[src/logic/lag_pkg.sv]
// Constants for the link aggregation configuration block.
package lag_pkg;
    localparam logic [7:0] LAG_PAGE_AGGREGATION = 8'h32;
    localparam logic [7:0] LAG_OFS_CONTROL = 8'h00;
    localparam logic [7:0] LAG_OFS_GROUP0_LO = 8'h10;
    localparam logic [7:0] LAG_OFS_GROUP0_HI = 8'h11;
    localparam logic [7:0] LAG_OFS_GROUP1_LO = 8'h12;
    localparam logic [7:0] LAG_OFS_GROUP1_HI = 8'h13;
    localparam logic [7:0] LAG_OFS_PAGE = 8'hFF;
    localparam int LAG_CTRL_ON_BIT = 3;
    localparam int LAG_CTRL_HASH_MSB = 1;
    localparam int LAG_CTRL_HASH_LSB = 0;
    localparam int LAG_GROUP_CPU_BIT = 8;
    localparam int LAG_GROUP_PORT_MSB = 5;
    localparam int LAG_NUM_GROUPS = 2;
    localparam int LAG_MAX_MEMBERS = 4;
    localparam logic [8:0] LAG_GROUP_VALID_MASK = 9'h13F;
    localparam logic [7:0] LAG_PAGE_RESET = 8'h00;
    localparam logic [1:0] LAG_HASH_RESET = 2'h0;
    localparam logic [8:0] LAG_GROUP_RESET = 9'h000;
    localparam logic [3:0] LAG_CPU_PORT_NUM = 4'h8;
    typedef enum logic [1:0] {
        LAG_HASH_DA_SA = 2'h0,
        LAG_HASH_DA = 2'h1,
        LAG_HASH_SA = 2'h2,
        LAG_HASH_ILLEGAL = 2'h3
    } lag_hash_t;
endpackage

[src/logic/lag_config.sv]
// Link aggregation configuration registers and member-port selection.
//
// Operation
// - Control bit 3 turns address aggregation on.
// - Two groups, up to four members each.
// - Bits 1:0 pick the hash address source.
// - Membership bit 8 CPU, bits 5:0 ports.
// - Reset clears enable, selector and memberships.
// - Page 32h offsets; page register at FFh.
`timescale 1ns/1ps
module lag_config
    import lag_pkg::*;
(
    // Clock and reset.
    input wire logic core_clk,
    input wire logic arst_n,
    // Paged byte register access.
    input wire logic reg_wr,
    input wire logic reg_rd,
    input wire logic [7:0] reg_addr,
    input wire logic [7:0] reg_wdata,
    output logic [7:0] reg_rdata,
    output logic reg_rvalid,
    // Frame lookup request.
    input wire logic frame_valid,
    input wire logic frame_group,
    input wire logic [47:0] frame_da,
    input wire logic [47:0] frame_sa,
    // Lookup answer.
    output logic sel_done,
    output logic sel_valid,
    output logic [3:0] sel_port,
    // Configuration view.
    output logic address_aggregation_on,
    output lag_pkg::lag_hash_t member_hash_source_select
);
    import lag_pkg::*;

    logic [7:0] page;
    logic [8:0] group_members [LAG_NUM_GROUPS];
    logic on_page;
    logic [7:0] next_rdata;

    // Folds a 48-bit address into one byte by exclusive or.
    function automatic logic [7:0] fold48(input logic [47:0] a);
        logic [7:0] f;
        f = 8'h00;
        for (int i = 0; i < 6; i++) begin
            f = f ^ a[i*8 +: 8];
        end
        return f;
    endfunction

    // Counts set bits of a membership field.
    function automatic logic [3:0] count_members(input logic [8:0] m);
        logic [3:0] c;
        c = 4'h0;
        for (int i = 0; i < 9; i++) begin
            c = c + {3'h0, m[i]};
        end
        return c;
    endfunction

    // Returns the port number of the n-th set bit, counting from bit 0.
    function automatic logic [3:0] nth_member(input logic [8:0] m, input logic [3:0] n);
        logic [3:0] seen;
        logic [3:0] p;
        seen = 4'h0;
        p = 4'h0;
        for (int i = 0; i < 9; i++) begin
            if (m[i]) begin
                if (seen == n) begin
                    p = 4'(i);
                end
                seen = seen + 4'h1;
            end
        end
        return p;
    endfunction

    assign on_page = (page == LAG_PAGE_AGGREGATION);

    ////////////////////////////////////////////////////////////////////////////////
    // Page select, reachable from every page.
    always_ff @(posedge core_clk or negedge arst_n) begin
        if (!arst_n) begin
            page <= LAG_PAGE_RESET;
        end else if (reg_wr && reg_addr == LAG_OFS_PAGE) begin
            page <= reg_wdata;
        end
    end

    ////////////////////////////////////////////////////////////////////////////////
    // Control register. Reserved bits are not stored and read as zero.
    always_ff @(posedge core_clk or negedge arst_n) begin
        if (!arst_n) begin
            address_aggregation_on <= 1'b0;
            member_hash_source_select <= lag_hash_t'(LAG_HASH_RESET);
        end else if (reg_wr && on_page && reg_addr == LAG_OFS_CONTROL) begin
            address_aggregation_on <= reg_wdata[LAG_CTRL_ON_BIT];
            member_hash_source_select <=
                lag_hash_t'(reg_wdata[LAG_CTRL_HASH_MSB:LAG_CTRL_HASH_LSB]);
        end
    end

    ////////////////////////////////////////////////////////////////////////////////
    // Group membership registers, low byte holds ports 5..0, high byte bit 0 the CPU port.
    always_ff @(posedge core_clk or negedge arst_n) begin
        if (!arst_n) begin
            for (int g = 0; g < LAG_NUM_GROUPS; g++) begin
                group_members[g] <= LAG_GROUP_RESET;
            end
        end else if (reg_wr && on_page) begin
            for (int g = 0; g < LAG_NUM_GROUPS; g++) begin
                if (reg_addr == LAG_OFS_GROUP0_LO + 8'(2 * g)) begin
                    group_members[g][7:0] <= reg_wdata & LAG_GROUP_VALID_MASK[7:0];
                end
                if (reg_addr == LAG_OFS_GROUP0_HI + 8'(2 * g)) begin
                    group_members[g][LAG_GROUP_CPU_BIT] <= reg_wdata[0];
                end
            end
        end
    end

    ////////////////////////////////////////////////////////////////////////////////
    // Read path; unmapped offsets and other pages read as zero, except the page register at FFh.
    always_comb begin
        next_rdata = 8'h00;
        if (reg_addr == LAG_OFS_PAGE) begin
            next_rdata = page;
        end else if (on_page) begin
            unique case (reg_addr)
                LAG_OFS_CONTROL: next_rdata = {4'h0, address_aggregation_on, 1'b0,
                                               member_hash_source_select};
                LAG_OFS_GROUP0_LO: next_rdata = group_members[0][7:0];
                LAG_OFS_GROUP0_HI: next_rdata = {7'h00, group_members[0][LAG_GROUP_CPU_BIT]};
                LAG_OFS_GROUP1_LO: next_rdata = group_members[1][7:0];
                LAG_OFS_GROUP1_HI: next_rdata = {7'h00, group_members[1][LAG_GROUP_CPU_BIT]};
                default: next_rdata = 8'h00;
            endcase
        end
    end

    always_ff @(posedge core_clk or negedge arst_n) begin
        if (!arst_n) begin
            reg_rdata <= 8'h00;
            reg_rvalid <= 1'b0;
        end else begin
            reg_rvalid <= reg_rd;
            reg_rdata <= reg_rd ? next_rdata : 8'h00;
        end
    end

    ////////////////////////////////////////////////////////////////////////////////
    // Member selection: the folded address byte modulo the member count picks a member,
    // so one address pair always lands on the same link.
    logic [7:0] hash_byte;
    logic [8:0] req_members;
    logic [3:0] req_count;
    logic [3:0] req_index;

    always_comb begin
        req_members = group_members[frame_group];
        req_count = count_members(req_members);
        unique case (member_hash_source_select)
            LAG_HASH_DA: hash_byte = fold48(frame_da);
            LAG_HASH_SA: hash_byte = fold48(frame_sa);
            default: hash_byte = fold48(frame_da) ^ fold48(frame_sa);
        endcase
        req_index = (req_count == 4'h0) ? 4'h0 : 4'(hash_byte % {4'h0, req_count});
    end

    always_ff @(posedge core_clk or negedge arst_n) begin
        if (!arst_n) begin
            sel_done <= 1'b0;
            sel_valid <= 1'b0;
            sel_port <= 4'h0;
        end else begin
            sel_done <= frame_valid;
            sel_valid <= frame_valid && address_aggregation_on && req_count != 4'h0 &&
                         req_count <= 4'(LAG_MAX_MEMBERS);
            sel_port <= frame_valid ? nth_member(req_members, req_index) : 4'h0;
        end
    end

    ////////////////////////////////////////////////////////////////////////////////
    // Checks.
    property p_enable_write;
        @(posedge core_clk) disable iff (!arst_n)
        reg_wr && on_page && reg_addr == LAG_OFS_CONTROL
            |=> address_aggregation_on == $past(reg_wdata[LAG_CTRL_ON_BIT]);
    endproperty
    a_enable_write: assert property (p_enable_write) else $error("enable not stored");

    property p_hash_write;
        @(posedge core_clk) disable iff (!arst_n)
        reg_wr && on_page && reg_addr == LAG_OFS_CONTROL
            |=> member_hash_source_select == $past(reg_wdata[1:0]);
    endproperty
    a_hash_write: assert property (p_hash_write) else $error("hash select not stored");

    property p_reserved_members;
        @(posedge core_clk) disable iff (!arst_n)
        group_members[0][7:6] == 2'h0 && group_members[1][7:6] == 2'h0;
    endproperty
    a_reserved_members: assert property (p_reserved_members) else $error("reserved set");

    property p_page_read;
        @(posedge core_clk) disable iff (!arst_n)
        reg_rd && reg_addr == LAG_OFS_PAGE |=> reg_rvalid && reg_rdata == $past(page);
    endproperty
    a_page_read: assert property (p_page_read) else $error("page read wrong");

    property p_other_page_zero;
        @(posedge core_clk) disable iff (!arst_n)
        reg_rd && !on_page && reg_addr != LAG_OFS_PAGE |=> reg_rdata == 8'h00;
    endproperty
    a_other_page_zero: assert property (p_other_page_zero) else $error("off-page data");

    property p_sel_needs_enable;
        @(posedge core_clk) disable iff (!arst_n)
        sel_valid |-> $past(address_aggregation_on) && sel_done;
    endproperty
    a_sel_needs_enable: assert property (p_sel_needs_enable) else $error("select while off");

    // Membership of the group requested in the previous cycle, sampled every cycle, so the chosen port can be checked against it.
    logic [8:0] past_members;

    always_ff @(posedge core_clk or negedge arst_n) begin
        if (!arst_n) begin
            past_members <= LAG_GROUP_RESET;
        end else begin
            past_members <= req_members;
        end
    end

    property p_sel_is_member;
        @(posedge core_clk) disable iff (!arst_n)
        frame_valid && address_aggregation_on && req_count != 4'h0 &&
            req_count <= 4'(LAG_MAX_MEMBERS)
            |=> sel_valid && past_members[sel_port];
    endproperty
    a_sel_is_member: assert property (p_sel_is_member) else $error("not a member");

    property p_sel_group_size;
        @(posedge core_clk) disable iff (!arst_n)
        frame_valid && req_count > 4'(LAG_MAX_MEMBERS) |=> !sel_valid;
    endproperty
    a_sel_group_size: assert property (p_sel_group_size) else $error("oversize group");

    property p_sel_stable;
        @(posedge core_clk) disable iff (!arst_n)
        frame_valid && !reg_wr ##1 frame_valid && $stable(frame_da) && $stable(frame_sa) &&
            $stable(frame_group) |=> $stable(sel_port);
    endproperty
    a_sel_stable: assert property (p_sel_stable) else $error("flow moved link");
endmodule // lag_config

[config.mk]
export PLATFORM = sky130hd
export DESIGN_NAME = lag_config
export DESIGN_NICKNAME = d
export VERILOG_FILES = /design/src/logic/lag_pkg.sv /design/src/logic/lag_config.sv
export SDC_FILE = /design/constraint.sdc
export NUM_CORES = 1
export LEC_CHECK = 0
export BUFFER_PORTS_ARGS = -buffer_cell sky130_fd_sc_hd__buf_2
export CAP_MARGIN = 10
export CORE_ASPECT_RATIO = 1.4
export CORE_MARGIN = 8
export CORE_UTILIZATION = 40
export CTS_BUF_LIST = sky130_fd_sc_hd__clkbuf_8 sky130_fd_sc_hd__clkbuf_16
export DETAILED_ROUTE_END_ITERATION = 10
export GPL_TIMING_DRIVEN = 0
export PLACE_DENSITY = 0.66
export SETUP_SLACK_MARGIN = 0.1
export SYNTH_ARGS = -nofsm -noshare
export SYNTH_HDL_FRONTEND = slang
export SYNTH_SLANG_ARGS = --single-unit
[constraint.sdc]
create_clock -name core_clk -period 12.6 [get_ports core_clk]
set_input_delay 0.63 -clock core_clk [delete_from_list [all_inputs] [get_ports core_clk]]
set_output_delay 0.63 -clock core_clk [all_outputs]
set_load 0.05 [all_outputs]
==> run summary, run 1 <==
## Setup path
- **Critical-path top delay cell** a2111oi_1
- **crit path capture type** flip-flop
- **Worst Setup Path Type** input port to flip-flop
- **delay of the slowest cell on the worst path** 0.59 ns
- **element type at the critical path start** input port
- **flop-to-flop setup slack** -0.17 ns
- **path depth of the worst reg2reg path** 66
- **Max FO, Critical Path** 8
- **Reg2Reg Capture Point** sel_port[1]$_DFF_PN0_
- **WP data required** 12.79 ns
- **Worst EP arrival** 13.05 ns
- **reg-to-reg critical path startpoint** group_members[9]$_DFFE_PN0P_

## Clock network
- **TritonCTS clock tree** built
- **clock slew seen by the registers of the worst setup and hold paths** 0.06 ns
- **Root Driver** clkbuf_16
- **CTS Buf Count** 5
- **Clk Latency, worst-skew pair** 0.28 ns
- **Max Buffers Root-to-Sink** 2
- **total clock sinks** 40
- **H-tree depth** 2

## Layout
- **count of inserted antenna diode cells** 0
- **layout cell share with drive strength beyond 1** 47.25%
- **sequential cell area** 1001 um2
- **count of nets after finishing** 932
- **multi-input combinational cell area** 4534 um2
- **fill cell instance count of the final layout** 1096
- **area grow syn2layout** 44.20%

## Floorplanning
- **standard cell core area** 12690 um2
- **number of rows created at floorplan** 49
- **Starting Density** 40.35%
- **ports placed on the boundary** 136
- **Die H** 149.9 um
- **floorplan die width** 111.6 um
- **full die area** 16730 um2

## GRT
- **first-pass GRT wire length** 25.32 mm
- **maximum number of pins on one net before global-route repair** 41
- **total track usage** 18.14%
- **remaining global-route overflow** 0
- **antenna violations before repair** 0
- **via count of the first global-routing pass** 5440

## Worst hold path
- **class of the most critical hold timing path** input port to asynchronous set/reset pin

## Logic synthesis
- **number of distinct library cell variants in the gate-level netlist after synthesis** 87
- **compound-cell area share of the yosys netlist** 19.45%
- **predominant post-synthesis flop cell** dfrtp_1
- **area share of the largest cell type after synthesis** 19.55%
- **combinational family with the most area after synthesis** XOR/XNOR gates
- **count leader, synth** xnor2_1
- **synthesized area divided by synthesized cell count** 9.161 um2
- **sequential element share of the synthesized area** 19.55%
- **most area-consuming cells after synthesis** dfrtp_1, xnor2_1, ha_1
- **mux share of post-synthesis cell area** 9.871%
- **number of synthesized flops with an enable pin** 0
- **largest area contributor in the netlist** dfrtp_1
- **synthesized netlist cell count** 559
- **Yosys reg bits** 40
- **async set-reset flop share out of synthesis** 100.0%
- **post-synthesis share of cell area spent on and, or, nand and nor gates** 18.20%
- **Synth top cells by count** xnor2_1, dfrtp_1, nand2_1
- **adder and majority gate portion of the synthesized area** 9.455%
- **number of warnings issued by yosys** 0
- **Syn Nets** 711
- **synthesized cell area** 5121 um2
- **area share of xor/xnor cells in the synthesized design** 19.74%

## Status
- **result of the run** complete, but fails checks
- **violations in the final reports** setup timing

## Detailed routing
- **Final ANT Viol Nets** 0
- **detailed-route wire length** 15.90 mm
- **first-iteration detailed-routing DRC count** 158
- **vias per cell** 5.561
- **DRC viols** 0
- **DR WL/cell** 17.03 um
- **via count** 5194
- **Initial DRT Pass Iterations** 5

## Timing
- **final count of hold timing violations** 0
- **minimum clock period after layout** 12.86 ns
- **total negative setup slack** -0.7095 ns
- **Final setup violation count** 4
- **RSZ-0062 raised after global routing** yes
- **final worst setup slack** -0.2609 ns
- **worst slew pin tran** 1.072 ns
- **fmax** 0.07775 GHz
- **Final Cycle Share** 102.1%
- **Fin Clk Skew** 0.004149 ns
- **fin. max-slew vios** 0
- **relative max-transition margin** 26.50%

## Run
- **count of maximum capacitance violations** 0

## Place
- **half-perimeter wire length of the detailed placement result** 11.86 mm
- **worst setup timing slack at the placement stage** -2.258 ns
- **count of buffers from port buffering** 132
- **GPL Wtd Cong** 0.8725

==> worst max-delay path by stage <==
stage	slack (ns)	depth (start not counted)	to	from
after global routing	-0.91	69	sel_port[1]$_DFF_PN0_	frame_group
final	-0.26	67	sel_port[1]$_DFF_PN0_	frame_group
after detailed placement	-2.26	65	sel_port[2]$_DFF_PN0_	frame_group
after floorplan	-0.48	65	sel_port[2]$_DFF_PN0_	frame_group
after global placement	-1.92	66	sel_port[2]$_DFF_PN0_	frame_group
after CTS	-0.15	69	sel_port[2]$_DFF_PN0_	frame_group
==> cell type report <==
cell class,count,share of cell area (%)
clock inverter,2,0.1355
sequential,40,13.55
inverter,33,1.796
buffer,12,1.034
multi-input combinational,474,61.40
timing repair buffer,214,17.60
clock buffer,6,1.881
tap,153,2.592
==> cells by family (layout without fill, tap and decap cells) <==
| group | Yosys count | count (layout) |
|---|---|---|
| simple gates | 167 | 167 |
| compound gates | 129 | 129 |
| xor+xnor | 97 | 97 |
| mux | 45 | 45 |
| buf+inv | 45 | 267 |
| flops | 40 | 40 |
| fa+ha+maj | 36 | 36 |
==> per-layer routing <==
layer | track usage [%] | routed length [um] | up-vias
met3 | 3.069 | 685 | 40
li1 | - | - | 2511
met2 | 36.65 | 9000 | 156
met4 | 7.069 | 448 | 0
met5 | 0 | 0 | -
met1 | 17.77 | 5767 | 2487
==> sequential cells by signal, summed over array words and instances, names as in the netlist <==
name                       flops
page                           8
reg_rdata                      8
sel_done                       1
group_members                 14
sel_valid                      1
sel_port                       4
member_hash_source_select      2
address_aggregation_on         1
reg_rvalid                     1
==> critical path: cells and delay by family <==
kind	cells	cell delay [ns]
AND/OR/NAND/NOR	19	2.61
multiplexers	1	0.34
adder cells (fa/ha/maj)	11	3.81
AO/OA/AOI/OAI	26	4.59
buffers and inverters	10	1.01
==> through the flow <==
step / util (%) / cell area [um2] / std cells / hold slack (ns)
2_1_floorplan: - / 5326 / 559 / 0.3344
3_3_place_gp: 48.68 / 6178 / 844 / 0.4859
3_5_place_dp: 48.68 / 6178 / 844 / 0.5077
4_1_cts: 55.48 / 7041 / 913 / 0.4928
5_1_grt: 58.19 / 7385 / 934 / 0.4951
6_report: 58.19 / 7385 / 934 / 0.4645
==> timing repair <==
action,in CTS,in global routing
gates cloned,0,0
setup endpoints to repair,4,4
buffers inserted,61,21
resized for setup,43,34
pin swaps,46,20
hold buffers,0,0
==> placed cells by master, fill, tap and decap left out, drive strengths merged, types with 3 or more instances in the layout <==
master | netlist | routed
fa | 5 | 5
a21oi | 17 | 17
xor2 | 13 | 13
nor2b | 5 | 5
a311oi | 4 | 4
ha | 29 | 29
nand2 | 35 | 35
clkbuf | 7 | 13
a21boi | 8 | 8
and3 | 10 | 10
a221oi | 4 | 4
o2111ai | 3 | 3
nand4 | 5 | 5
or4 | 4 | 4
buf | 5 | 219
nor2 | 26 | 26
and2 | 4 | 4
nor3 | 21 | 21
a31oi | 6 | 6
xnor3 | 10 | 10
or2 | 6 | 6
mux2i | 14 | 14
o21ai | 22 | 22
a22o | 8 | 8
inv | 33 | 32
o221ai | 8 | 8
o21a | 8 | 8
o31ai | 7 | 7
a21o | 3 | 3
a211oi | 11 | 11
dfrtp | 40 | 40
a211o | 5 | 5
nand2b | 8 | 8
xnor2 | 74 | 74
nand3 | 17 | 17
nor4 | 6 | 6
or3 | 7 | 7
mux2 | 31 | 31
Power of run 1 is not shown: default switching activity piles up to over one toggle a cycle in this logic, so the estimate is an artifact.
==> inputs of run 2 (changes only) <==
- ABC_AREA: not set -> 1
- CORE_UTILIZATION: 40 -> 45
- PLACE_DENSITY: 0.66 -> 0.73
==> run 2 against run 1 <==
  * The run now ends clean
  * First-iteration DRC count increased by 1.9%
  * Non-clock buffer count decreased by 71
  * Routed wire length decreased by 20%
  * Design area decreased by 15%
  * Die area decreased by 11%
  * Clock skew about the same
  * Critical path depth increased by 7
  * Sequential cell count unchanged
  * Area after synthesis decreased by 1.6%
==> run summary, run 2 <==
## Detailed routing
- **first-iteration detailed-routing DRC count** 161, +1.9%
- **DRC viols** 0, unchanged
- **via count** 5163, -0.60%
- **detailed-route wire length** 12.70 mm, -20%
- **Initial DRT Pass Iterations** 4, -1
- **Final ANT Viol Nets** 0, unchanged
- **DR WL/cell** 12.02 um, -29%
- **vias per cell** 4.889, -12%

## Logic synthesis
- **synthesized area divided by synthesized cell count** 6.631 um2, -28%
- **number of distinct library cell variants in the gate-level netlist after synthesis** 37, -57%
- **most area-consuming cells after synthesis** dfrtp_1, nand2_1, xor2_1
- **sequential element share of the synthesized area** 19.86%, +0.32 points
- **largest area contributor in the netlist** dfrtp_1
- **number of warnings issued by yosys** 0, unchanged
- **predominant post-synthesis flop cell** dfrtp_1
- **Syn Nets** 912, +28%
- **area share of the largest cell type after synthesis** 19.86%, +0.32 points
- **synthesized netlist cell count** 760, +36%
- **count leader, synth** nand2_1
- **Yosys reg bits** 40, unchanged
- **async set-reset flop share out of synthesis** 100.0%, unchanged
- **Synth top cells by count** nand2_1, inv_1, nor2_1, xor2_1, o21ai_0
- **number of synthesized flops with an enable pin** 0, unchanged
- **synthesized cell area** 5040 um2, -1.6%

## Layout
- **leading cell type in the layout, fill and taps excluded** nand2_1
- **area grow syn2layout** 24.43%
- **count of inserted antenna diode cells** 0, unchanged
- **layout cell share with drive strength beyond 1** 25.46%, -22 points
- **count of nets after finishing** 1066, +14%
- **registers with the most flip-flops** group_members: 14 flops, page: 8 flops, reg_rdata: 8 flops
- **leading cell types in the layout, fill and taps excluded** nand2_1, buf_2, inv_1, xor2_1, nor2_1
- **fill cell instance count of the final layout** 1074, -2.0%
- **share of the core filled with cells** 57.71%, -0.48 points
- **max FFs per register** 14, unchanged
- **register bank with the most flops** group_members

## Worst hold path
- **class of the most critical hold timing path** input port to asynchronous set/reset pin

## GRT
- **total track usage** 16.61%, -1.5 points
- **via count of the first global-routing pass** 5028, -7.6%
- **first-pass GRT wire length** 21.12 mm, -17%
- **maximum number of pins on one net before global-route repair** 41, unchanged
- **remaining global-route overflow** 0, unchanged
- **antenna violations before repair** 0, unchanged

## Setup path
- **WP data required** 12.77 ns, -0.02 ns
- **Critical-path top delay cell** fa_2
- **Worst Setup Path Type** input port to flip-flop
- **delay of the slowest cell on the worst path** 0.58 ns, about the same
- **Worst EP arrival** 11.93 ns, -1.12 ns
- **element type at the critical path start** input port
- **Max FO, Critical Path** 10, +2
- **number of buffers and inverters on the critical path** 15, +5
- **crit path capture type** flip-flop
- **kind of cell with the highest combined delay on the critical path** adder cells
- **most numerous cell on the critical path** inv_1

## Timing
- **final count of hold timing violations** 0, unchanged
- **fmax** 0.08502 GHz, +9.3%
- **relative max-transition margin** 43.77%, +17 points
- **worst slack on hold paths** 0.4556 ns, -0.008930 ns
- **minimum clock period after layout** 11.76 ns, -1.099 ns
- **Final setup violation count** 0, -4
- **Final Cycle Share** 93.35%, -8.7 points
- **total negative setup slack** 0 ns, +0.7095 ns
- **Fin Clk Skew** 0.004518 ns, +0.0003699 ns
- **RSZ-0062 raised after global routing** no
- **worst slew pin tran** 0.8435 ns, -0.2284 ns
- **fin. max-slew vios** 0, unchanged

## Clock network
- **Root Driver** clkbuf_16
- **number of buffers inserted by hold repair at cts** 0, unchanged
- **clock slew seen by the registers of the worst setup and hold paths** 0.06 ns, about the same
- **Max Buffers Root-to-Sink** 2, unchanged
- **Clk Latency, worst-skew pair** 0.28 ns, about the same
- **TritonCTS clock tree** built
- **total clock sinks** 40, unchanged
- **CTS Buf Count** 5, unchanged
- **H-tree depth** 2, unchanged

## Floorplanning
- **ports placed on the boundary** 136, unchanged
- **Starting Density** 46.38%, +6.0 points
- **full die area** 14890 um2, -11%
- **standard cell core area** 10870 um2, -14%
- **number of rows created at floorplan** 45, -8.2%
- **Die H** 141.2 um, -5.8%
- **floorplan die width** 105.4 um, -5.5%

## Place
- **half-perimeter wire length of the detailed placement result** 10.74 mm, -9.4%
- **GPL Wtd Cong** 0.8361, -4.2%
- **count of buffers from port buffering** 135, +2.3%

## Run
- **count of maximum capacitance violations** 0, unchanged

## Status
- **result of the run** finished clean

==> run 2: area by class of cell <==
type | instances | area (um2) | area share [%]
Sequential cell | 40 | 1001 | 15.96
Inverter | 122 | 457.9 | 7.302
Tap cell | 141 | 176.4 | 2.813
Clock inverter | 3 | 46.29 | 0.7382
Clock buffer | 5 | 125.1 | 1.995
Multi-Input combinational cell | 590 | 3659 | 58.34
Timing Repair Buffer | 147 | 765.7 | 12.21
Buffer | 8 | 40.04 | 0.6385
==> run 2: cell families after synthesis <==
group                    synth area share, %
XOR/XNOR                               16.51
buffers and inverters                  9.806
AND/OR/NAND/NOR                        34.58
AO/OA/AOI/OAI                          10.05
flip-flops                             19.86
adder cells (fa/ha/maj)                9.186
==> run 2: worst paths after layout <==
| check | slack (ns) | startpoint | cells past startpoint | to |
|---|---|---|---|---|
| max in group asynchronous | 11.61 | arst_n | 1 | group_members[2]$_DFFE_PN0P_ |
| worst max-delay path | 0.84 | frame_group | 74 | sel_port[1]$_DFF_PN0_ |
| worst min-delay path | 0.46 | arst_n | 1 | sel_valid$_DFF_PN0_ |
| min in group core_clk | 0.49 | reg_rd | 1 | reg_rvalid$_DFF_PN0_ |
| worst max register to register | 1.03 | group_members[12]$_DFFE_PN0P_ | 71 | sel_port[1]$_DFF_PN0_ |
| worst min register to register | 0.49 | group_members[2]$_DFFE_PN0P_ | 2 | group_members[2]$_DFFE_PN0P_ |
==> run 2: routing by layer <==
| metal | global-route usage, % | vias to the layer above | wire length, um |
|---|---|---|---|
| li1 | - | 2705 | - |
| met1 | 16.36 | 2299 | 4829 |
| met2 | 33.00 | 149 | 6890 |
| met3 | 4.243 | 10 | 826 |
| met4 | 4.072 | 0 | 151 |
| met5 | 0 | - | 0 |
==> run 2: per-stage QoR <==
stage	std cells	area, um2	worst slack [ns]
after floorplan	760	5040	0.6638
after global placement	1036	5892	-1.239
after detailed placement	1036	5892	-1.378
after CTS	1046	6105	0.1226
after global routing	1056	6271	0.03273
final	1056	6271	0.8379
==> run 2: timing repair <==
action,4_1_cts,5_1_grt
resized for setup,13,22
endpoints found under the setup margin,4,4
setup buffers,2,10
pin swaps,1,13
Power of run 2 is left out for the same reason.
